<file path="src/ssrl_pkg.sv">
// Constants, commands and states shared by the status and service request logic
package ssrl_pkg;

    // ********************************
    // Widths
    // ********************************
    localparam int STB_W = 8;
    localparam int DATA_W = 16;
    localparam int CODE_W = 16;
    localparam int CMD_W = 5;
    localparam int RANGE_NUM_W = 4;
    localparam int LINE_W = 3;

    // ********************************
    // Sweep subrange status register layout
    // ********************************
    localparam int TRAN_RANGES = 10;
    localparam int TRAN_HOLD_BIT = 14;
    localparam logic [15:0] TRAN_USED_MASK = 16'h43FF;
    localparam logic [3:0] RANGE_FIRST = 4'h1;
    localparam logic [3:0] RANGE_LAST = 4'hA;

    // ********************************
    // Status byte and standard event bit positions
    // ********************************
    localparam int STB_ERRQ = 2;
    localparam int STB_QUES = 3;
    localparam int STB_MAV = 4;
    localparam int STB_ESB = 5;
    localparam int STB_RQS = 6;
    localparam int STB_OPER = 7;
    localparam logic [7:0] SRQ_SOURCE_MASK = 8'hBC;
    localparam int ESR_OPC = 0;
    localparam int ESR_DDE = 3;
    localparam int ESR_CME = 5;

    // ********************************
    // Parallel poll configuration fields
    // ********************************
    localparam int PPC_SENSE_BIT = 3;
    localparam int PPC_ENA_BIT = 4;

    // ********************************
    // Reset values
    // ********************************
    localparam logic [7:0] BYTE_RESET = 8'h00;
    localparam logic [15:0] WORD_RESET = 16'h0000;
    localparam logic [4:0] PPC_RESET = 5'h00;
    localparam logic [15:0] ERR_NONE = 16'h0000;

    typedef enum logic [4:0] {
        CMD_STB_Q = 5'h00, CMD_SRE_W = 5'h01, CMD_SRE_Q = 5'h02, CMD_ESE_W = 5'h03,
        CMD_ESE_Q = 5'h04, CMD_ESR_Q = 5'h05, CMD_PPE_W = 5'h06, CMD_PPE_Q = 5'h07,
        CMD_IST_Q = 5'h08, CMD_PPC_W = 5'h09, CMD_TCOND_Q = 5'h0A, CMD_TEVT_Q = 5'h0B,
        CMD_TENA_W = 5'h0C, CMD_ERR_Q = 5'h0D, CMD_CONT = 5'h0E, CMD_OPC = 5'h0F,
        CMD_TENA_Q = 5'h10, CMD_PPC_Q = 5'h11
    } ssrl_cmd_t;

    typedef enum logic [0:0] {
        SWEEP_RUN = 1'b0,
        SWEEP_HOLD = 1'b1
    } ssrl_sweep_t;

endpackage

</file>
<file path="src/ssrl_errq_if.sv">
// Push and pop signals between the status logic and its error queue
`timescale 1ns/1ps
interface ssrl_errq_if;
    logic push;
    logic [ssrl_pkg::CODE_W-1:0] push_code;
    logic pop;
    logic [ssrl_pkg::CODE_W-1:0] pop_code;
    logic empty;
    logic full;
    modport owner (output push, output push_code, output pop, input pop_code, input empty, input full);
    modport queue (input push, input push_code, input pop, output pop_code, output empty, output full);
endinterface // ssrl_errq_if

</file>
<file path="src/ssrl_top.sv">
// Status reporting and service request logic of the measurement instrument
// Functional notes
// Subrange n reached sets bit n-1
// Bit 14 flags changeover hold point
// Bits 10-13 unused, bit 15 zero
// Hold pauses sweep until continue command
// Service request on enabled bits 2,3,4,5,7
// Summary bits reflect enabled source state
// Controller should enable all request sources
// Enable bit 0 selects operation complete
// Status bit 5 summarises standard events
// Service request is sole own-initiative activity
// Serial poll returns the status byte
// Poll bit is OR of enable AND status
// Drive poll bit on allocated line only
// Store poll line and inversion setting
// Individual status query returns poll bit
// Controller loads equal request and poll enables
// Every status part readable as bit pattern
// Every error appends one queue entry
// Error query pops one; empty gives zero
// Controller should read errors after requests
// Request holds while enabled condition persists
// Full error queue discards new errors
`timescale 1ns/1ps
module ssrl_top #(
    parameter int ERRQ_DEPTH = 8
) (
    input wire logic I_CLOCK,
    input wire logic I_RESET,
    input wire logic I_CMD_VALID,
    input wire logic [ssrl_pkg::CMD_W-1:0] I_CMD_CODE,
    input wire logic [ssrl_pkg::DATA_W-1:0] I_CMD_DATA,
    output logic O_RESP_VALID,
    output logic [ssrl_pkg::DATA_W-1:0] O_RESP_DATA,
    input wire logic I_ERR_VALID,
    input wire logic I_ERR_IS_CMD,
    input wire logic [ssrl_pkg::CODE_W-1:0] I_ERR_CODE,
    input wire logic I_SUBRANGE_VALID,
    input wire logic [ssrl_pkg::RANGE_NUM_W-1:0] I_SUBRANGE_NUM,
    input wire logic I_CHANGEOVER,
    output logic O_SWEEP_HOLD,
    output logic O_SWEEP_RESUME,
    input wire logic I_OPS_DONE,
    input wire logic I_OUT_AVAIL,
    input wire logic I_OPER_SUMMARY,
    input wire logic I_SPOLL_REQ,
    output logic O_SPOLL_VALID,
    output logic [ssrl_pkg::STB_W-1:0] O_SPOLL_BYTE,
    input wire logic I_PPOLL_PIN,
    output logic O_SRQ_OUT,
    output logic O_SRQ_OE,
    output logic [ssrl_pkg::STB_W-1:0] O_DIO_OUT,
    output logic [ssrl_pkg::STB_W-1:0] O_DIO_OE
);

    // ********************************
    // Declarations
    // ********************************
    ssrl_errq_if errq ();

    logic [7:0] sre_r, sre_nxt, ese_r, ese_nxt, ppe_r, ppe_nxt, esr_r, esr_nxt;
    logic [4:0] ppc_r, ppc_nxt;
    logic [9:0] range_r, range_nxt;
    logic [15:0] tevt_r, tevt_nxt, tena_r, tena_nxt;
    logic opc_arm_r, opc_arm_nxt;
    ssrl_pkg::ssrl_sweep_t sweep_r, sweep_nxt;
    logic resume_r, resume_nxt;
    logic resp_valid_r, resp_valid_nxt;
    logic [15:0] resp_data_r, resp_data_nxt;
    logic spoll_valid_r, spoll_valid_nxt;
    logic [7:0] spoll_byte_r, spoll_byte_nxt;

    ssrl_pkg::ssrl_cmd_t cmd;
    logic [15:0] tcond;
    logic [15:0] tevt_set;
    logic [7:0] esr_set;
    logic [7:0] stb_base;
    logic [7:0] stb;
    logic rqs;
    logic ist;
    logic range_ok;

    // Any bit set in both vectors
    function automatic logic summary(input logic [15:0] a, input logic [15:0] b);
        summary = |(a & b);
    endfunction

    // Zero-extend a byte register into the reply word
    function automatic logic [15:0] widen(input logic [7:0] v);
        widen = {8'h00, v};
    endfunction

    // ********************************
    // Submodules
    // ********************************
    ssrl_errq #(.DEPTH(ERRQ_DEPTH)) u_errq (
        .clk(I_CLOCK),
        .rst(I_RESET),
        .q(errq)
    );

    ssrl_poll u_poll (
        .clk(I_CLOCK),
        .rst(I_RESET),
        .ppoll_pin(I_PPOLL_PIN),
        .stb(stb),
        .ppe(ppe_r),
        .line(ppc_r[ssrl_pkg::LINE_W-1:0]),
        .invert(ppc_r[ssrl_pkg::PPC_SENSE_BIT]),
        .enable(ppc_r[ssrl_pkg::PPC_ENA_BIT]),
        .ist(ist),
        .dio_out(O_DIO_OUT),
        .dio_oe(O_DIO_OE)
    );

    // Every reported error is pushed to the queue, command faults included
    assign errq.push = I_ERR_VALID;
    assign errq.push_code = I_ERR_CODE;
    assign errq.pop = I_CMD_VALID && (cmd == ssrl_pkg::CMD_ERR_Q);

    // ********************************
    // Status byte and service request
    // ********************************
    assign cmd = ssrl_pkg::ssrl_cmd_t'(I_CMD_CODE);
    // Condition view: current range, hold point, unused bits and bit 15 zero
    assign tcond = {1'b0, (sweep_r == ssrl_pkg::SWEEP_HOLD), 4'h0, range_r};

    // Queue, message and operation bits pass as is; questionable and event bits are gated by their enable part
    always_comb begin
        stb_base = ssrl_pkg::BYTE_RESET;
        stb_base[ssrl_pkg::STB_ERRQ] = !errq.empty;
        stb_base[ssrl_pkg::STB_QUES] = summary(tevt_r, tena_r);
        stb_base[ssrl_pkg::STB_MAV] = I_OUT_AVAIL;
        stb_base[ssrl_pkg::STB_ESB] = summary(widen(esr_r), widen(ese_r));
        stb_base[ssrl_pkg::STB_OPER] = I_OPER_SUMMARY;
        rqs = summary(widen(stb_base & ssrl_pkg::SRQ_SOURCE_MASK), widen(sre_r));
        stb = stb_base;
        stb[ssrl_pkg::STB_RQS] = rqs;
    end

    // Open-drain request line, pulled only while a source stays enabled and set
    assign O_SRQ_OUT = 1'b0;
    assign O_SRQ_OE = rqs;

    // ********************************
    // Event capture
    // ********************************
    // Hardware sets win over read-clear in the same cycle
    always_comb begin
        range_ok = (I_SUBRANGE_NUM >= ssrl_pkg::RANGE_FIRST) && (I_SUBRANGE_NUM <= ssrl_pkg::RANGE_LAST);
        tevt_set = ssrl_pkg::WORD_RESET;
        if (I_SUBRANGE_VALID && range_ok) begin
            tevt_set[I_SUBRANGE_NUM - ssrl_pkg::RANGE_FIRST] = 1'b1;
        end
        if (sweep_r == ssrl_pkg::SWEEP_RUN && I_CHANGEOVER) begin
            tevt_set[ssrl_pkg::TRAN_HOLD_BIT] = 1'b1;
        end
        esr_set = ssrl_pkg::BYTE_RESET;
        esr_set[ssrl_pkg::ESR_OPC] = opc_arm_r && I_OPS_DONE;
        esr_set[ssrl_pkg::ESR_CME] = I_ERR_VALID && I_ERR_IS_CMD;
        esr_set[ssrl_pkg::ESR_DDE] = I_ERR_VALID && !I_ERR_IS_CMD;
    end

    // ********************************
    // Register, sweep and reply next state
    // ********************************
    always_comb begin
        sre_nxt = sre_r;
        ese_nxt = ese_r;
        ppe_nxt = ppe_r;
        ppc_nxt = ppc_r;
        tena_nxt = tena_r;
        esr_nxt = esr_r | esr_set;
        tevt_nxt = tevt_r | tevt_set;
        range_nxt = range_r;
        opc_arm_nxt = opc_arm_r && !I_OPS_DONE;
        sweep_nxt = sweep_r;
        resume_nxt = 1'b0;
        resp_valid_nxt = 1'b0;
        resp_data_nxt = resp_data_r;
        spoll_valid_nxt = I_SPOLL_REQ;
        spoll_byte_nxt = I_SPOLL_REQ ? stb : spoll_byte_r;
        // Latest subrange replaces the previous one in the condition view
        if (I_SUBRANGE_VALID && range_ok) begin
            range_nxt = tevt_set[ssrl_pkg::TRAN_RANGES-1:0];
        end
        // Sweep pauses at the changeover until the continue command
        unique case (sweep_r)
            ssrl_pkg::SWEEP_RUN: begin
                if (I_CHANGEOVER) begin
                    sweep_nxt = ssrl_pkg::SWEEP_HOLD;
                end
            end
            ssrl_pkg::SWEEP_HOLD: begin
                if (I_CMD_VALID && cmd == ssrl_pkg::CMD_CONT) begin
                    sweep_nxt = ssrl_pkg::SWEEP_RUN;
                    resume_nxt = 1'b1;
                end
            end
        endcase
        if (I_CMD_VALID) begin
            resp_valid_nxt = 1'b1;
            resp_data_nxt = ssrl_pkg::WORD_RESET;
            // Replies carry the register's bit pattern as a plain number
            case (cmd)
                ssrl_pkg::CMD_STB_Q: resp_data_nxt = widen(stb);
                ssrl_pkg::CMD_SRE_W: sre_nxt = I_CMD_DATA[7:0];
                ssrl_pkg::CMD_SRE_Q: resp_data_nxt = widen(sre_r);
                ssrl_pkg::CMD_ESE_W: ese_nxt = I_CMD_DATA[7:0];
                ssrl_pkg::CMD_ESE_Q: resp_data_nxt = widen(ese_r);
                ssrl_pkg::CMD_ESR_Q: begin
                    resp_data_nxt = widen(esr_r);
                    esr_nxt = esr_set;
                end
                ssrl_pkg::CMD_PPE_W: ppe_nxt = I_CMD_DATA[7:0];
                ssrl_pkg::CMD_PPE_Q: resp_data_nxt = widen(ppe_r);
                ssrl_pkg::CMD_IST_Q: resp_data_nxt = {15'h0000, ist};
                ssrl_pkg::CMD_PPC_W: ppc_nxt = I_CMD_DATA[4:0];
                ssrl_pkg::CMD_PPC_Q: resp_data_nxt = {11'h000, ppc_r};
                ssrl_pkg::CMD_TCOND_Q: resp_data_nxt = tcond;
                ssrl_pkg::CMD_TEVT_Q: begin
                    resp_data_nxt = tevt_r;
                    tevt_nxt = tevt_set;
                end
                ssrl_pkg::CMD_TENA_W: tena_nxt = I_CMD_DATA & ssrl_pkg::TRAN_USED_MASK;
                ssrl_pkg::CMD_TENA_Q: resp_data_nxt = tena_r;
                ssrl_pkg::CMD_ERR_Q: resp_data_nxt = errq.pop_code;
                ssrl_pkg::CMD_OPC: opc_arm_nxt = !I_OPS_DONE;
                default: resp_data_nxt = ssrl_pkg::WORD_RESET;
            endcase
            // Arming and completion in one cycle flags at once
            if (cmd == ssrl_pkg::CMD_OPC && I_OPS_DONE) begin
                esr_nxt[ssrl_pkg::ESR_OPC] = 1'b1;
            end
        end
    end

    // Power-on state: all enables and events clear, sweep running
    always_ff @(posedge I_CLOCK) begin
        if (I_RESET) begin
            sre_r <= ssrl_pkg::BYTE_RESET;
            ese_r <= ssrl_pkg::BYTE_RESET;
            ppe_r <= ssrl_pkg::BYTE_RESET;
            ppc_r <= ssrl_pkg::PPC_RESET;
            esr_r <= ssrl_pkg::BYTE_RESET;
            tena_r <= ssrl_pkg::WORD_RESET;
            tevt_r <= ssrl_pkg::WORD_RESET;
            range_r <= '0;
            opc_arm_r <= 1'b0;
            sweep_r <= ssrl_pkg::SWEEP_RUN;
            resume_r <= 1'b0;
            resp_valid_r <= 1'b0;
            resp_data_r <= ssrl_pkg::WORD_RESET;
            spoll_valid_r <= 1'b0;
            spoll_byte_r <= ssrl_pkg::BYTE_RESET;
        end else begin
            sre_r <= sre_nxt;
            ese_r <= ese_nxt;
            ppe_r <= ppe_nxt;
            ppc_r <= ppc_nxt;
            esr_r <= esr_nxt;
            tena_r <= tena_nxt;
            tevt_r <= tevt_nxt;
            range_r <= range_nxt;
            opc_arm_r <= opc_arm_nxt;
            sweep_r <= sweep_nxt;
            resume_r <= resume_nxt;
            resp_valid_r <= resp_valid_nxt;
            resp_data_r <= resp_data_nxt;
            spoll_valid_r <= spoll_valid_nxt;
            spoll_byte_r <= spoll_byte_nxt;
        end
    end

    assign O_RESP_VALID = resp_valid_r;
    assign O_RESP_DATA = resp_data_r;
    assign O_SWEEP_HOLD = (sweep_r == ssrl_pkg::SWEEP_HOLD);
    assign O_SWEEP_RESUME = resume_r;
    assign O_SPOLL_VALID = spoll_valid_r;
    assign O_SPOLL_BYTE = spoll_byte_r;
endmodule // ssrl_top

</file>
<file path="src/ssrl_errq.sv">
// Fixed depth error queue, oldest entry first
`timescale 1ns/1ps
module ssrl_errq #(
    parameter int DEPTH = 8
) (
    input wire logic clk,
    input wire logic rst,
    ssrl_errq_if.queue q
);
    localparam int AW = $clog2(DEPTH);
    localparam logic [AW:0] DEPTH_C = (AW+1)'(DEPTH);

    logic [ssrl_pkg::CODE_W-1:0] mem [DEPTH];
    logic [AW-1:0] wr_r, wr_nxt, rd_r, rd_nxt;
    logic [AW:0] cnt_r, cnt_nxt;
    logic do_push, do_pop;

    // ********************************
    // Pointer and count update
    // ********************************
    function automatic logic [AW-1:0] ptr_inc(input logic [AW-1:0] p);
        ptr_inc = (p == (AW)'(DEPTH - 1)) ? '0 : p + 1'b1;
    endfunction

    assign q.empty = (cnt_r == '0);
    assign q.full = (cnt_r == DEPTH_C);
    // Empty queue answers with the no-error code
    assign q.pop_code = q.empty ? ssrl_pkg::ERR_NONE : mem[rd_r];

    // Full queue drops new errors; a pop in the same cycle frees a slot
    always_comb begin
        do_pop = q.pop && !q.empty;
        do_push = q.push && (!q.full || do_pop);
        wr_nxt = do_push ? ptr_inc(wr_r) : wr_r;
        rd_nxt = do_pop ? ptr_inc(rd_r) : rd_r;
        cnt_nxt = cnt_r + (AW+1)'(do_push) - (AW+1)'(do_pop);
    end

    always_ff @(posedge clk) begin
        if (rst) begin
            wr_r <= '0;
            rd_r <= '0;
            cnt_r <= '0;
        end else begin
            wr_r <= wr_nxt;
            rd_r <= rd_nxt;
            cnt_r <= cnt_nxt;
        end
    end

    // Storage has no reset; only counted entries are ever read
    always_ff @(posedge clk) begin
        if (do_push) begin
            mem[wr_r] <= q.push_code;
        end
    end
endmodule // ssrl_errq

</file>
<file path="src/ssrl_poll.sv">
// Parallel poll response and individual status bit
`timescale 1ns/1ps
module ssrl_poll (
    input wire logic clk,
    input wire logic rst,
    input wire logic ppoll_pin,
    input wire logic [ssrl_pkg::STB_W-1:0] stb,
    input wire logic [ssrl_pkg::STB_W-1:0] ppe,
    input wire logic [ssrl_pkg::LINE_W-1:0] line,
    input wire logic invert,
    input wire logic enable,
    output logic ist,
    output logic [ssrl_pkg::STB_W-1:0] dio_out,
    output logic [ssrl_pkg::STB_W-1:0] dio_oe
);
    logic sync1_r, sync2_r;
    logic [ssrl_pkg::STB_W-1:0] out_r, out_nxt, oe_r, oe_nxt;

    // Enable mask ANDed with the whole status byte, bit 6 included, then ORed
    assign ist = |(ppe & stb);

    // ********************************
    // Only the allocated line is driven, and only during the poll
    // ********************************
    always_comb begin
        out_nxt = '0;
        oe_nxt = '0;
        if (sync2_r && enable) begin
            oe_nxt[line] = 1'b1;
            out_nxt[line] = ist ^ invert;
        end
    end

    // Poll pin is asynchronous, so two stages before use
    always_ff @(posedge clk) begin
        if (rst) begin
            sync1_r <= 1'b0;
            sync2_r <= 1'b0;
            out_r <= '0;
            oe_r <= '0;
        end else begin
            sync1_r <= ppoll_pin;
            sync2_r <= sync1_r;
            out_r <= out_nxt;
            oe_r <= oe_nxt;
        end
    end

    assign dio_out = out_r;
    assign dio_oe = oe_r;
endmodule // ssrl_poll

</file>
<file path="config.mk">
export PLATFORM = sky130hd
export DESIGN_NAME = ssrl_top
export DESIGN_NICKNAME = d
export VERILOG_FILES = /design/src/ssrl_pkg.sv /design/src/ssrl_errq_if.sv /design/src/ssrl_top.sv /design/src/ssrl_errq.sv /design/src/ssrl_poll.sv
export SDC_FILE = /design/constraint.sdc
export NUM_CORES = 1
export LEC_CHECK = 0
export BUFFER_PORTS_ARGS = -buffer_cell sky130_fd_sc_hd__buf_2
export CELL_PAD_IN_SITES_DETAIL_PLACEMENT = 1
export CELL_PAD_IN_SITES_GLOBAL_PLACEMENT = 1
export CORE_UTILIZATION = 40
export CTS_CLUSTER_DIAMETER = 120
export CTS_CLUSTER_SIZE = 8
export DETAILED_ROUTE_END_ITERATION = 8
export GPL_ROUTABILITY_DRIVEN = 1
export PLACE_DENSITY = 0.64
export SLEW_MARGIN = 20
export SYNTH_ARGS = -nofsm -noshare
export SYNTH_HDL_FRONTEND = slang
export SYNTH_SLANG_ARGS = --single-unit
export TNS_END_PERCENT = 50
</file>
<file path="constraint.sdc">
create_clock -name I_CLOCK -period 5 [get_ports I_CLOCK]
set_input_delay 0.25 -clock I_CLOCK [delete_from_list [all_inputs] [get_ports I_CLOCK]]
set_output_delay 0.25 -clock I_CLOCK [all_outputs]
set_load 0.01 [all_outputs]
</file>
=== After elaboration in Yosys (flattened, before gate mapping) ===
Memories as Yosys holds them, arrays and structs flattened. A register that Yosys moved wholly into a read port is not among the register bits.
Cells that the tools add are included.

* $add $sub $neg: 5
* Magnitude comparators: 6
* Equality and inequality tests: 20
* Multiplexer cells: 26
* Bitwise logic cells: 10
* Reduce and logical (&&, ||, !) cells: 33

{| class="wikitable"
|+ Operators by type and width
! cell !! count
|-
| 16-bit one-hot mux with 11 select lines || 1
|-
| 16-bit two-way mux || 4
|-
| 16-bit OR reduction || 3
|-
| 5-bit by 4-bit equality test with 1-bit output (second input constant) || 8
|-
| 8-bit AND || 4
|-
| 5-bit by 3-bit equality test with 1-bit output (second input constant) || 4
|-
| 16-bit by 15-bit AND with 16-bit output || 1
|-
| 8-bit two-way mux || 2
|-
| 16-bit bitwise OR || 1
|-
| 1-bit logical AND || 15
|-
| 1-bit two-way mux || 12
|-
| 3-bit two-way mux || 4
|-
| 5-bit by 2-bit equality test with 1-bit output (second input constant) || 2
|-
| 5-bit equality test (second input constant) || 2
|-
| 2-bit AND reduction || 5
|-
| 4-bit by 1-bit >= comparator with 1-bit output (second input constant) || 2
|-
| 8-bit by 6-bit bitwise OR with 8-bit output || 1
|-
| 8-bit OR reduction || 1
|-
| 3-bit by 1-bit adder with 3-bit output (second input constant) || 2
|-
| 3-bit equality test (second input constant) || 2
|-
| 5-bit by 1-bit equality test with 1-bit output (second input constant) || 1
|-
| 5-bit zero test || 1
|-
| 4-bit by 5-bit < comparator with 1-bit output (second input constant) || 1
|-
| 4-bit by 1-bit adder with 4-bit output || 1
|-
| 15 further kinds || 20
|}

* Bits in registers: 129
* Memory bits (writable): 128
* Input port bits: 53
* Output and inout bits: 46
* Word-level logic and storage cells: 123
* Memories kept: 1

{| class="wikitable"
|+ Memories
! memory !! depth !! bits a word !! rd ports !! clocked after Yosys merged registers in !! wr ports !! line !! text
|-
| u_errq.mem || 8 || 16 || 1 || 1 || 1 || ssrl_errq.sv:13 || <nowiki>logic [ssrl_pkg::CODE_W-1:0] mem [DEPTH];</nowiki>
|}

=== Longest topological paths before layout ===
Gate-level depths: netlist (run 1).

* Depth in word-level cells: 10
* Depth in mapped cells: 13
* Mapped depth without buffers: 13

=== By module ===
Synthesis (run 1) repeated with hierarchy kept, for this count alone.

* Cells, all modules: 809
* Area total of the unflattened synthesis: 10411.2 µm²

{| class="wikitable"
|+ Modules (own cells, without submodules)
! module !! times used !! cells an instance !! area each (µm²) !! sequential area each (µm²)
|-
| ssrl_errq || 1 || 267 || 5587.9 || 4103.9
|-
| ssrl_top || 1 || 491 || 4257.8 || 1921.8
|-
| ssrl_poll || 1 || 51 || 565.5 || 360.3
|}

=== Worst setup path before layout (run 1) ===
No wires, ideal clock.

* Path type: register -> register
* Start point: register u_errq.cnt_r[2]
* End point: memory u_errq.mem[1][0] in the netlist's numbering, enable pin
* Library setup time: 0.436 ns
* Arrival time: 3.194 ns
* Required time: 4.564 ns
* Path slack: 1.370 ns
* Stages on the path, launching flop included: 9
* Path buffers: 0
* Period minus slack after synthesis: 3.630 ns
* Path through: dfxtp_1 inv_1 ha_1 nor3b_2 nor4_4 nand2_2 inv_1 o21ai_2 nor4b_1

* Cells in the longest elaborated chain, start to end: 7
* Elaborated cells between the ends (all ways): 9
* Classes of those cells: eq/ne (1); mux (2); reduce/logical (6)

{| class="wikitable"
|+ Ends and longest elaborated chain
! what !! line !! text
|-
| start: declaration || ssrl_errq.sv:15 || <nowiki>logic [AW:0] cnt_r, cnt_nxt;</nowiki>
|-
| start signal: assignment || ssrl_errq.sv:47 || <nowiki>cnt_r <= cnt_nxt;</nowiki>
|-
| 4-bit zero test || ssrl_errq.sv:25 || <nowiki>assign q.empty = (cnt_r == '0);</nowiki>
|-
| 1-bit zero test || ssrl_errq.sv:32 || <nowiki>do_pop = q.pop && !q.empty;</nowiki>
|-
| 1-bit logical AND || ssrl_errq.sv:32 ||
|-
| named net u_errq.do_pop || ssrl_errq.sv:16 || <nowiki>logic do_push, do_pop;</nowiki>
|-
| 1-bit logical OR || ssrl_errq.sv:33 || <nowiki>do_push = q.push && (!q.full || do_pop);</nowiki>
|-
| 1-bit logical AND || ssrl_errq.sv:33 ||
|-
| 1-bit two-way mux || ssrl_errq.sv:53 || <nowiki>if (do_push) begin</nowiki>
|-
| 1-bit two-way mux (implied by the code) || ssrl_errq.sv:54 || <nowiki>mem[wr_r] <= q.push_code;</nowiki>
|-
| end: declaration || ssrl_errq.sv:13 ||
|}

The timed path passes the listed nets, and every way through them passes these cells.

=== Worst setup path after layout (run 1) ===
* Start point: register u_errq.cnt_r[2]
* End point: memory u_errq.mem[3][13] in the netlist's numbering, enable pin

* Cells in the longest elaborated chain, start to end: 7
* Elaborated cells between the ends (all ways): 9
* Classes of those cells: eq/ne (1); mux (2); reduce/logical (6)

{| class="wikitable"
|+ Ends and longest elaborated chain
! what !! line
|-
| 4-bit zero test || ssrl_errq.sv:25
|-
| 1-bit zero test || ssrl_errq.sv:32
|-
| 1-bit logical AND || ssrl_errq.sv:32
|-
| named net u_errq.do_pop || ssrl_errq.sv:16
|-
| 1-bit logical OR || ssrl_errq.sv:33
|-
| 1-bit logical AND || ssrl_errq.sv:33
|-
| named net u_errq.do_push || ssrl_errq.sv:16
|-
| 1-bit two-way mux || ssrl_errq.sv:53
|-
| 1-bit two-way mux (implied by the code) || ssrl_errq.sv:54
|}

The timed path passes the listed nets, and every way through them passes these cells.

==> results of run 1 <==
[where the power goes]
group          total [W]  leakage [nW]  switching, W  internal (W)
sequential       0.00232          2.19     0.0000398       0.00228
clock            0.00227         0.505      0.000880       0.00139
combinational   0.000371          1.55      0.000232      0.000139
[flip-flops by register name, summed over array words and instances (netlist names), 4 cells and up, named ones only]
name	cells
u_poll.dio_out	8
ppe_r	8
ese_r	8
tena_r	11
range_r	10
u_errq.mem	128
O_SPOLL_BYTE	6
u_errq.cnt_r	4
tevt_r	16
sre_r	8
ppc_r	5
u_poll.dio_oe	8
O_RESP_DATA	16
[final cells by class]
class,count,area share (%)
clock buffer,55,8.286
clock inverter,2,0.2963
inverter,16,0.4904
multi-input combinational,490,30.06
sequential,255,52.17
tap,330,3.371
timing repair buffer,113,5.333
[cells in the mapped netlist (3+ instances only)]
cell type  number
nor4_1          3
a222oi_1        8
a22oi_1        17
a22o_1          7
a221oi_1       12
inv_1          16
o211ai_1        3
mux2_2         13
o21ai_0         4
nand4_1         5
nor3b_1         5
a211oi_1        7
and2_1          7
buf_4           4
nand3_1        22
buf_1           3
dfxtp_1       127
ha_1           10
and3_1          3
a21oi_1        63
nor2b_1         7
nand2_1       102
mux4_2         32
nor3_1         13
buf_2          12
nor2_1         61
nand2b_1        5
nor3_2          3
clkbuf_1       28
nor4b_2         6
edfxtp_1      128
nor4b_1         6
mux2i_1        26
[logic make-up after synthesis]
logic type / after synthesis
adder cells (fa/ha/maj): 11
XOR/XNOR: 2
multiplexers: 71
AND/OR/NAND/NOR: 265
flip-flops: 255
AO/OA/AOI/OAI: 138
other: 1
buffers and inverters: 63
[metrics by stage]
stage          area, sq um  hold slack [ns]  utilization (%)
4_1_cts              12250        0.0002454            48.63
3_5_place_dp         11090           0.4482            44.02
3_3_place_gp         11090           0.4458            44.02
6_report             12250          0.01770            48.63
2_1_floorplan        10260           0.3293                -
5_1_grt              12250          0.01286            48.63
[what timing repair did]
action                                 in CTS  in global routing
resized for setup                           0                  0
hold buffers                               11                  0
setup buffers                               0                  0
endpoints found under the hold margin      48                  0
[worst min path at each step]
stage	start	end	cells past startpoint	slack, ns
2_1_floorplan	I_OPS_DONE	opc_arm_r	1	0.33
3_3_place_gp	tevt_r[13]	tevt_r[13]	1	0.45
3_5_place_dp	tevt_r[15]	tevt_r[15]	1	0.45
4_1_cts	I_ERR_CODE[11]	u_errq.mem[4][11]	1	0.0002
5_1_grt	I_ERR_CODE[4]	u_errq.mem[2][4]	1	0.01
6_report	I_ERR_CODE[12]	u_errq.mem[6][12]	1	0.02
[per-layer routing]
metal,vias up,GRT usage (%)
met5,-,0
met4,0,8.319
met3,55,3.626
met2,199,37.85
met1,3532,26.22
li1,3235,-
==> results.json, run 1 <==
{
  "vdd_ir_drop_max_uv": 263.9,
  "syn_inst": 806,
  "clock_latency_ns": 0.52,
  "final_cell_count_no_fill": 1261,
  "die_y_microns": 162.1,
  "routed-wl-met2_microns": 14000,
  "hold_path_class": "primary input to flop",
  "core_sq_um": 25180,
  "place_congestion": 0.8457,
  "synth-edff-count": 128,
  "first_pass_iters": 5,
  "slew_headroom_pct": 28.52,
  "synth.top_cell.area_share_pct": 37.48,
  "crit_path_frequent_cell": "inv_1",
  "worstSetupEndpointType": "flop",
  "async_flop_share_pct": 0,
  "yosysTopAreaCell": "edfxtp_1",
  "final_common_cell": "edfxtp_1",
  "period_share_pct": 70.91,
  "track_usage_pct": 21.49,
  "io_pins": 99,
  "ys_seq_elements": 255,
  "synth-compound-area-share_pct": 9.186,
  "cp.depth": 11,
  "crit_fanout": 16,
  "tritoncts": "built",
  "outcome": "finished, final reports clean",
  "critPathArrivalTime_ns": 3.67,
  "reg2reg_setup_slack_ns": 1.45,
  "drv_slew": 0,
  "hold_violations": 0,
  "final_cell_mix": "edfxtp_1, dfxtp_1, nand2_1",
  "clockBufferDepth": 3,
  "leakagePower_nw": 4.249,
  "synth_area_sq_um": 10260,
  "grt_pass1_vias": 7361,
  "reg2reg_depth": 11,
  "initial_core_util_pct": 40.73,
  "die_w_microns": 162.1,
  "r2r_start": "u_errq.cnt_r[2]",
  "wl_met1_microns": 11600,
  "critPathRequiredTime_ns": 5.13,
  "via_count": 7021,
  "crit_path_end": "u_errq.mem[3][13]",
  "area_growth_pct": 19.41,
  "synthAdderAreaFrac_pct": 1.415,
  "totalWireLength_microns": 27690,
  "ys_warn_count": 0,
  "multiInputGateArea_sq_um": 3681,
  "yosysSeqAreaShare_pct": 62.27,
  "ys_types": 67,
  "numCtsBuffers": 37,
  "dp_hpwl_microns": 18640,
  "antenna_cells": 0,
  "cts-root-buf": "clkbuf_16",
  "register_area_sq_um": 6389,
  "met3WireLength_microns": 1244,
  "critPathKind": "flop to flop",
  "period_minus_slack_ns": 3.545,
  "drtAntennaViolNets": 0,
  "synthMuxAreaShare_pct": 10.99,
  "yosys.area_share.simple_pct": 13.33,
  "port_buffers": 90,
  "antenna_found_initial": 0,
  "grt_max_degree": 55,
  "highest_layer": "met4",
  "cp_slowest_cell": "nor3b_4",
  "max_cap_violations": 0,
  "fillers": 2607,
  "syn_area_per_cell_sq_um": 12.72,
  "worst_slack_ns": 1.455,
  "r2r_end": "u_errq.mem[3][13]",
  "p_per_area_nw_per_um2": 405.0,
  "rsz0062_at_grt": "false",
  "synth_xor_area_share_pct": 0.1708,
  "num_rows": 58,
  "synth_top_family_by_area": "simple AND/OR/NAND/NOR gates",
  "cp-start-kind": "flop",
  "setup_viol": 0,
  "path_clk_slew_ns": 0.05,
  "cp_slowest_stage_delay_ns": 0.92,
  "clock-sinks": 255,
  "placedCellCount": 1193,
  "htreeDepth": 2,
  "place_ws_ns": 1.395,
  "grt_pass1_wl_microns": 42540,
  "path_cells": "inv_1, ha_1, nor3b_2, nor4_4, buf_4, nand2_2, inv_1, o21ai_2, inv_1, nand2_1, nor3b_4",
  "grt_overflow_total": 0,
  "worst_pin_slew_ns": 1.071,
  "power_w": 0.004960,
  "path_buf_inv": 4,
  "drc_errors": 0,
  "path_delay_family": "simple AND/OR/NAND/NOR gates",
  "drive_gt1_share_pct": 23.74,
  "nNetsFinal": 977,
  "synth_area_leaders": "edfxtp_1, dfxtp_1, mux4_2, nand2_1, a21oi_1",
  "dr.first_iter.drc_count": 376,
  "routed_via_density": 5.568,
  "wl_per_cell_microns": 21.96,
  "dieArea_sq_um": 26280,
  "critPathLaunch": "u_errq.cnt_r[2]",
  "tns_ns": 0,
  "finClkSkew_ns": 0.01414,
  "ys.flop_type": "edfxtp_1",
  "max_freq_mhz": 282.1
}
No activity file was read; power rests on OpenSTA's default activity.
==> inputs of run 2 (changes only) <==
- PLACE_DENSITY: 0.64 -> 0.66
- clock period: 5 -> 2.9 ns (I/O delays scaled with it)
==> run 2 against run 1 <==
Final cell count is 4.1% higher. Setup slack worse by 1.3 ns. Sequential share of layout area is 1.9 points lower. Critical path depth stayed put. Utilization is 1.8 points higher. Flip-flop and latch count stayed put. Hold slack better by 0.0067 ns. Final area is 3.7% higher. Critical endpoint is now u_errq.mem[3][9]. Highest routed layer unchanged.
==> results.json, run 2 (synthesized netlist as in run 1, its figures left out) <==
{
  "post_cts_buffers": 0,
  "grt_overflow_total": 0,
  "critPathArrivalTime_ns": 2.93,
  "first_pass_iters": 7,
  "leakagePower_nw": 4.497,
  "port_buffers": 90,
  "hold_path_class": "primary input to flop",
  "setup_viol": 0,
  "drtAntennaViolNets": 0,
  "core_sq_um": 25180,
  "crit_fanout": 16,
  "tritoncts": "built",
  "drc_errors": 0,
  "io_pins": 99,
  "dp_hpwl_microns": 19330,
  "grt_pass1_wl_microns": 43530,
  "hold_ws_ns": 0.02440,
  "die_y_microns": 162.1,
  "place_congestion": 0.8313,
  "finClkSkew_ns": 0.01758,
  "drv_slew": 0,
  "wl_per_cell_microns": 21.36,
  "drive_gt1_share_pct": 24.92,
  "final_cell_mix": "edfxtp_1, dfxtp_1, nand2_1",
  "clockBufferDepth": 3,
  "largest-register": "u_errq.mem",
  "p_per_area_nw_per_um2": 680.3,
  "cp-start-kind": "flop",
  "fin_area_sq_um": 12700,
  "grt_max_degree": 42,
  "nNetsFinal": 1029,
  "dieArea_sq_um": 26280,
  "initial_core_util_pct": 40.73,
  "grt_pass1_vias": 7504,
  "hold_violations": 0,
  "track_usage_pct": 22.11,
  "slew_headroom_pct": 39.23,
  "outcome": "finished, final reports clean",
  "cts-root-buf": "clkbuf_16",
  "die_w_microns": 162.1,
  "htreeDepth": 2,
  "max_cap_violations": 0,
  "r2r_start": "u_errq.cnt_r[2]",
  "critPathKind": "flop to flop",
  "totalWireLength_microns": 28050,
  "path_clk_slew_ns": 0.05,
  "clock-sinks": 255,
  "largest_register_ffs": 128,
  "period_minus_slack_ns": 2.730,
  "placement.cell_area_sq_um": 11260,
  "final_common_cell": "edfxtp_1",
  "hp-start": "I_SUBRANGE_VALID",
  "antenna_cells": 0,
  "critPathLaunch": "u_errq.cnt_r[2]",
  "clock_latency_ns": 0.53,
  "max_freq_mhz": 366.3,
  "numCtsBuffers": 37,
  "worstSetupEndpointType": "flop",
  "rsz0062_at_grt": "false",
  "period_share_pct": 94.13,
  "vdd_ir_drop_max_uv": 457.8,
  "antenna_found_initial": 0,
  "routed_via_density": 5.439,
  "via_count": 7141,
  "num_rows": 58,
  "dr.first_iter.drc_count": 528,
  "worst_pin_slew_ns": 0.9076,
  "post-route-util_pct": 50.43,
  "critPathRequiredTime_ns": 3.10,
  "area_growth_pct": 23.81
}
-- run 2: cell types whose count changed in the layout (fill, tap and decap cells not counted) --
cell           change
nor3b_4            -2
dfxtp_2            -1
nor3b_2            +2
nor3_2             +2
nor3_4             -2
o21ai_4            +1
dlygate4sd3_1     +27
dfxtp_1            +1
buf_4             +24
o21ai_2            -1
buf_12             +1
-- run 2: final cells by class --
cell class,count,area (sq um)
clock buffer,55,1015
timing repair buffer,165,1124
multi-input combinational,490,3664
fill,2607,12480
tap,330,412.9
inverter,16,60.06
clock inverter,2,36.28
sequential,255,6387
-- run 2: per-layer routing --
metal	routed length, microns	track usage (%)	share of wire, %	up-vias
met4	971	8.791	3.5	0
met3	1388	3.907	4.9	62
met5	0	0	0	-
li1	-	-	-	3349
met1	11550	26.80	41	3550
met2	14140	38.88	50	180
-- run 2: repair_timing --
| action | CTS | global route |
|---|---|---|
| gates resized for setup | 0 | 1 |
| endpoints found under the setup margin | 0 | 17 |
| hold endpoints to repair | 186 | 0 |
| hold buffers | 38 | 0 |
-- run 2: power by group --
part | switching (W) | total (W) | internal [W]
Combinational | 0.000416 | 0.000706 | 0.000290
Sequential | 0.0000638 | 0.00399 | 0.00392
Clock | 0.00154 | 0.00394 | 0.00240
-- run 2: worst paths after layout --
path,to,slack (ns),cells after the start
max,u_errq.mem[3][9],0.17,11
min,range_r[2],0.02,3
max reg2reg,u_errq.mem[3][9],0.17,11
min reg2reg,range_r[5],0.46,2
-- run 2: critical path: stages (launching register included) --
cell,delay (ns)
dfxtp_1,0.30
inv_1,0.07
ha_1,0.21
nor3b_2,0.18
nor4_4,0.30
nand2_2,0.14
inv_1,0.17
o21ai_4,0.13
inv_1,0.15
nand2_1,0.19
nor3b_2,0.25
buf_4,0.32
-- run 2: per-stage QoR --
| step | setup TNS [ns] | cells | power [W] | setup slack [ns] |
|---|---|---|---|---|
| 2_1_floorplan | -45.52 | 808 | 0.004422 | -0.7304 |
| 3_3_place_gp | 0 | 1218 | 0.004695 | 0.2839 |
| 3_5_place_dp | 0 | 1218 | 0.004719 | 0.1537 |
| 4_1_cts | 0 | 1313 | 0.008743 | 0.1183 |
| 5_1_grt | 0 | 1313 | 0.008969 | 0.007254 |
| 6_report | 0 | 1313 | 0.008638 | 0.1702 |
==> inputs of run 3 (changes only) <==
- CORE_MARGIN: unset -> 1.5
- PLACE_DENSITY: 0.66 -> 0.64
- REMOVE_ABC_BUFFERS: unset -> 1
- clock period: 2.9 -> 3.29 ns (I/O delays scaled with it)
==> run 3 against run 2 <==
Final cell count is 1.1% lower. Global-route usage is essentially flat. Clock-buffer cell count shrank 1. Power is 12% lower. Final area down 0.85%. Critical endpoint is now u_errq.mem[3][8]. Setup slack better by 0.45 ns. Hold slack got worse by 0.012 ns. Flip-flop and latch count unchanged. Routed wire length up 2.2%. Combinational power down 13%. Largest power group unchanged. Die area grew 1.2%.
==> results.json, run 3 (synthesized netlist as in run 1, its figures left out) <==
{
  "clock_latency_ns": 0.53,
  "reg2reg_setup_slack_ns": 0.62,
  "p_per_area_nw_per_um2": 601.4,
  "critPathLaunch": "u_errq.cnt_r[2]",
  "leakagePower_nw": 4.431,
  "max_cap_violations": 0,
  "path_cells": "inv_1, ha_1, nor3b_2, nor4_4, nand2_2, inv_1, o21ai_2, inv_1, nand2_1, nor3b_2, buf_4",
  "drive_gt1_share_pct": 24.36,
  "rsz0062_at_grt": "false",
  "period_minus_slack_ns": 2.671,
  "antenna_cells": 0,
  "largest-register": "u_errq.mem",
  "grt_pass1_wl_microns": 44260,
  "clock-sinks": 255,
  "seqPwrFrac_pct": 46.4,
  "drc_errors": 0,
  "placement.cell_area_sq_um": 11200,
  "dr.first_iter.drc_count": 470,
  "intPower_w": 0.005788,
  "wl_per_cell_microns": 22.07,
  "track_usage_pct": 22.12,
  "r2r_start": "u_errq.cnt_r[2]",
  "clockBufferDepth": 3,
  "finClkSkew_ns": 0.02355,
  "r2r_end": "u_errq.mem[3][8]",
  "hp-start": "I_SPOLL_REQ",
  "power_w": 0.007572,
  "setup_viol": 0,
  "fin_area_sq_um": 12590,
  "numCtsBuffers": 37,
  "initial_core_util_pct": 40.73,
  "io_pins": 99,
  "period_share_pct": 81.17,
  "hold_violations": 0,
  "tns_ns": 0,
  "via_count": 7192,
  "htreeDepth": 2,
  "vdd_ir_drop_max_uv": 456.6,
  "crit_path_end": "u_errq.mem[3][8]",
  "path_clk_slew_ns": 0.05,
  "die_w_microns": 163.1,
  "pwr-share-comb_pct": 8.1,
  "crit_fanout": 16,
  "cp-start-kind": "flop",
  "cp_slowest_cell": "buf_4",
  "critPathRequiredTime_ns": 3.47,
  "place_congestion": 0.8822,
  "cp_slowest_stage_delay_ns": 0.33,
  "antenna_found_initial": 0,
  "clkPwrFrac_pct": 45.5,
  "critPathArrivalTime_ns": 2.85,
  "hold_path_class": "primary input to flop",
  "worst_pin_slew_ns": 0.9385,
  "dieArea_sq_um": 26610,
  "cp.depth": 11,
  "reg2reg_depth": 11,
  "core_sq_um": 25180,
  "grt_max_degree": 84,
  "area_growth_pct": 22.76,
  "critPathKind": "flop to flop",
  "fillers": 2579,
  "post_cts_buffers": 0,
  "largest_register_ffs": 128,
  "routed_via_density": 5.537,
  "port_buffers": 90,
  "final_cell_mix": "edfxtp_1, dfxtp_1, nand2_1",
  "tritoncts": "built",
  "grt_pass1_vias": 7770,
  "switching_share_pct": 23.56,
  "path_delay_family": "simple AND/OR/NAND/NOR gates",
  "worstSetupEndpointType": "flop",
  "outcome": "finished, final reports clean",
  "dp_hpwl_microns": 19130,
  "num_rows": 58,
  "drv_slew": 0,
  "die_y_microns": 163.1,
  "slew_headroom_pct": 37.16,
  "p_switching_w": 0.001784,
  "crit_path_frequent_cell": "inv_1",
  "grt_overflow_total": 0,
  "final_common_cell": "edfxtp_1",
  "nNetsFinal": 1015,
  "path_buf_inv": 4,
  "cts-root-buf": "clkbuf_16",
  "max_freq_mhz": 374.5,
  "totalWireLength_microns": 28670,
  "first_pass_iters": 7,
  "drtAntennaViolNets": 0
}
-- run 3: worst min-delay path by stage --
stage	depth (start not counted)	slack, ns	end
6_report	2	0.01	O_SPOLL_BYTE[5]
3_5_place_dp	2	0.39	opc_arm_r
5_1_grt	2	0.03	O_SPOLL_BYTE[5]
4_1_cts	3	0.005	tevt_r[6]
3_3_place_gp	2	0.37	opc_arm_r
2_1_floorplan	1	0.23	O_RESP_VALID
-- run 3: layer usage --
layer	share of wire [%]	GRT usage [%]	vias to the layer above
li1	-	-	3308
met1	40	26.21	3604
met2	51	39.57	216
met3	5.5	4.165	64
met4	3.2	8.590	0
met5	0	0	-
-- run 3: layout make-up --
cell class	instances	area (sq um)	share of cell area, %
Clock buffer	54	989.7	7.860
Timing Repair Buffer	151	1018	8.089
Inverter	16	60.06	0.4770
Tap cell	330	412.9	3.279
Clock inverter	3	66.31	0.5267
Multi-Input combinational cell	490	3656	29.04
Sequential cell	255	6387	50.73
-- run 3: timing repair --
action / 4_1_cts / 5_1_grt
hold endpoints to repair: 164 / 0
gates resized for setup: 0 / 0
hold buffers: 33 / 0
-- run 3: metrics by stage --
stage	setup slack [ns]	std cells	hold WS (ns)	utilization, %
6_report	0.6194	1299	0.01276	50.00
3_3_place_gp	0.6911	1209	0.3677	44.49
4_1_cts	0.5703	1299	0.004738	50.00
2_1_floorplan	-0.5838	761	0.2312	-
5_1_grt	0.4237	1299	0.03106	50.00
3_5_place_dp	0.5891	1209	0.3873	44.49
-- run 3: worst register-to-register path, cell delays in order, from the launching register on --
cell and delay (ns):
dfxtp_1 0.30, inv_1 0.07, ha_1 0.21, nor3b_2 0.20
nor4_4 0.30, nand2_2 0.14, inv_1 0.17, o21ai_2 0.09
inv_1 0.13, nand2_1 0.17, nor3b_2 0.22, buf_4 0.33
-- run 3: power groups by stage --
| stage | clock [W] | sequential [W] | combinational (W) |
|---|---|---|---|
| floorplan | 0 | 0.00357 | 0.000294 |
| global placement | 0 | 0.00357 | 0.000560 |
| detailed placement | 0 | 0.00358 | 0.000586 |
| CTS | 0.00354 | 0.00352 | 0.000620 |
| global route | 0.00366 | 0.00352 | 0.000674 |
| finish | 0.00344 | 0.00352 | 0.000612 |
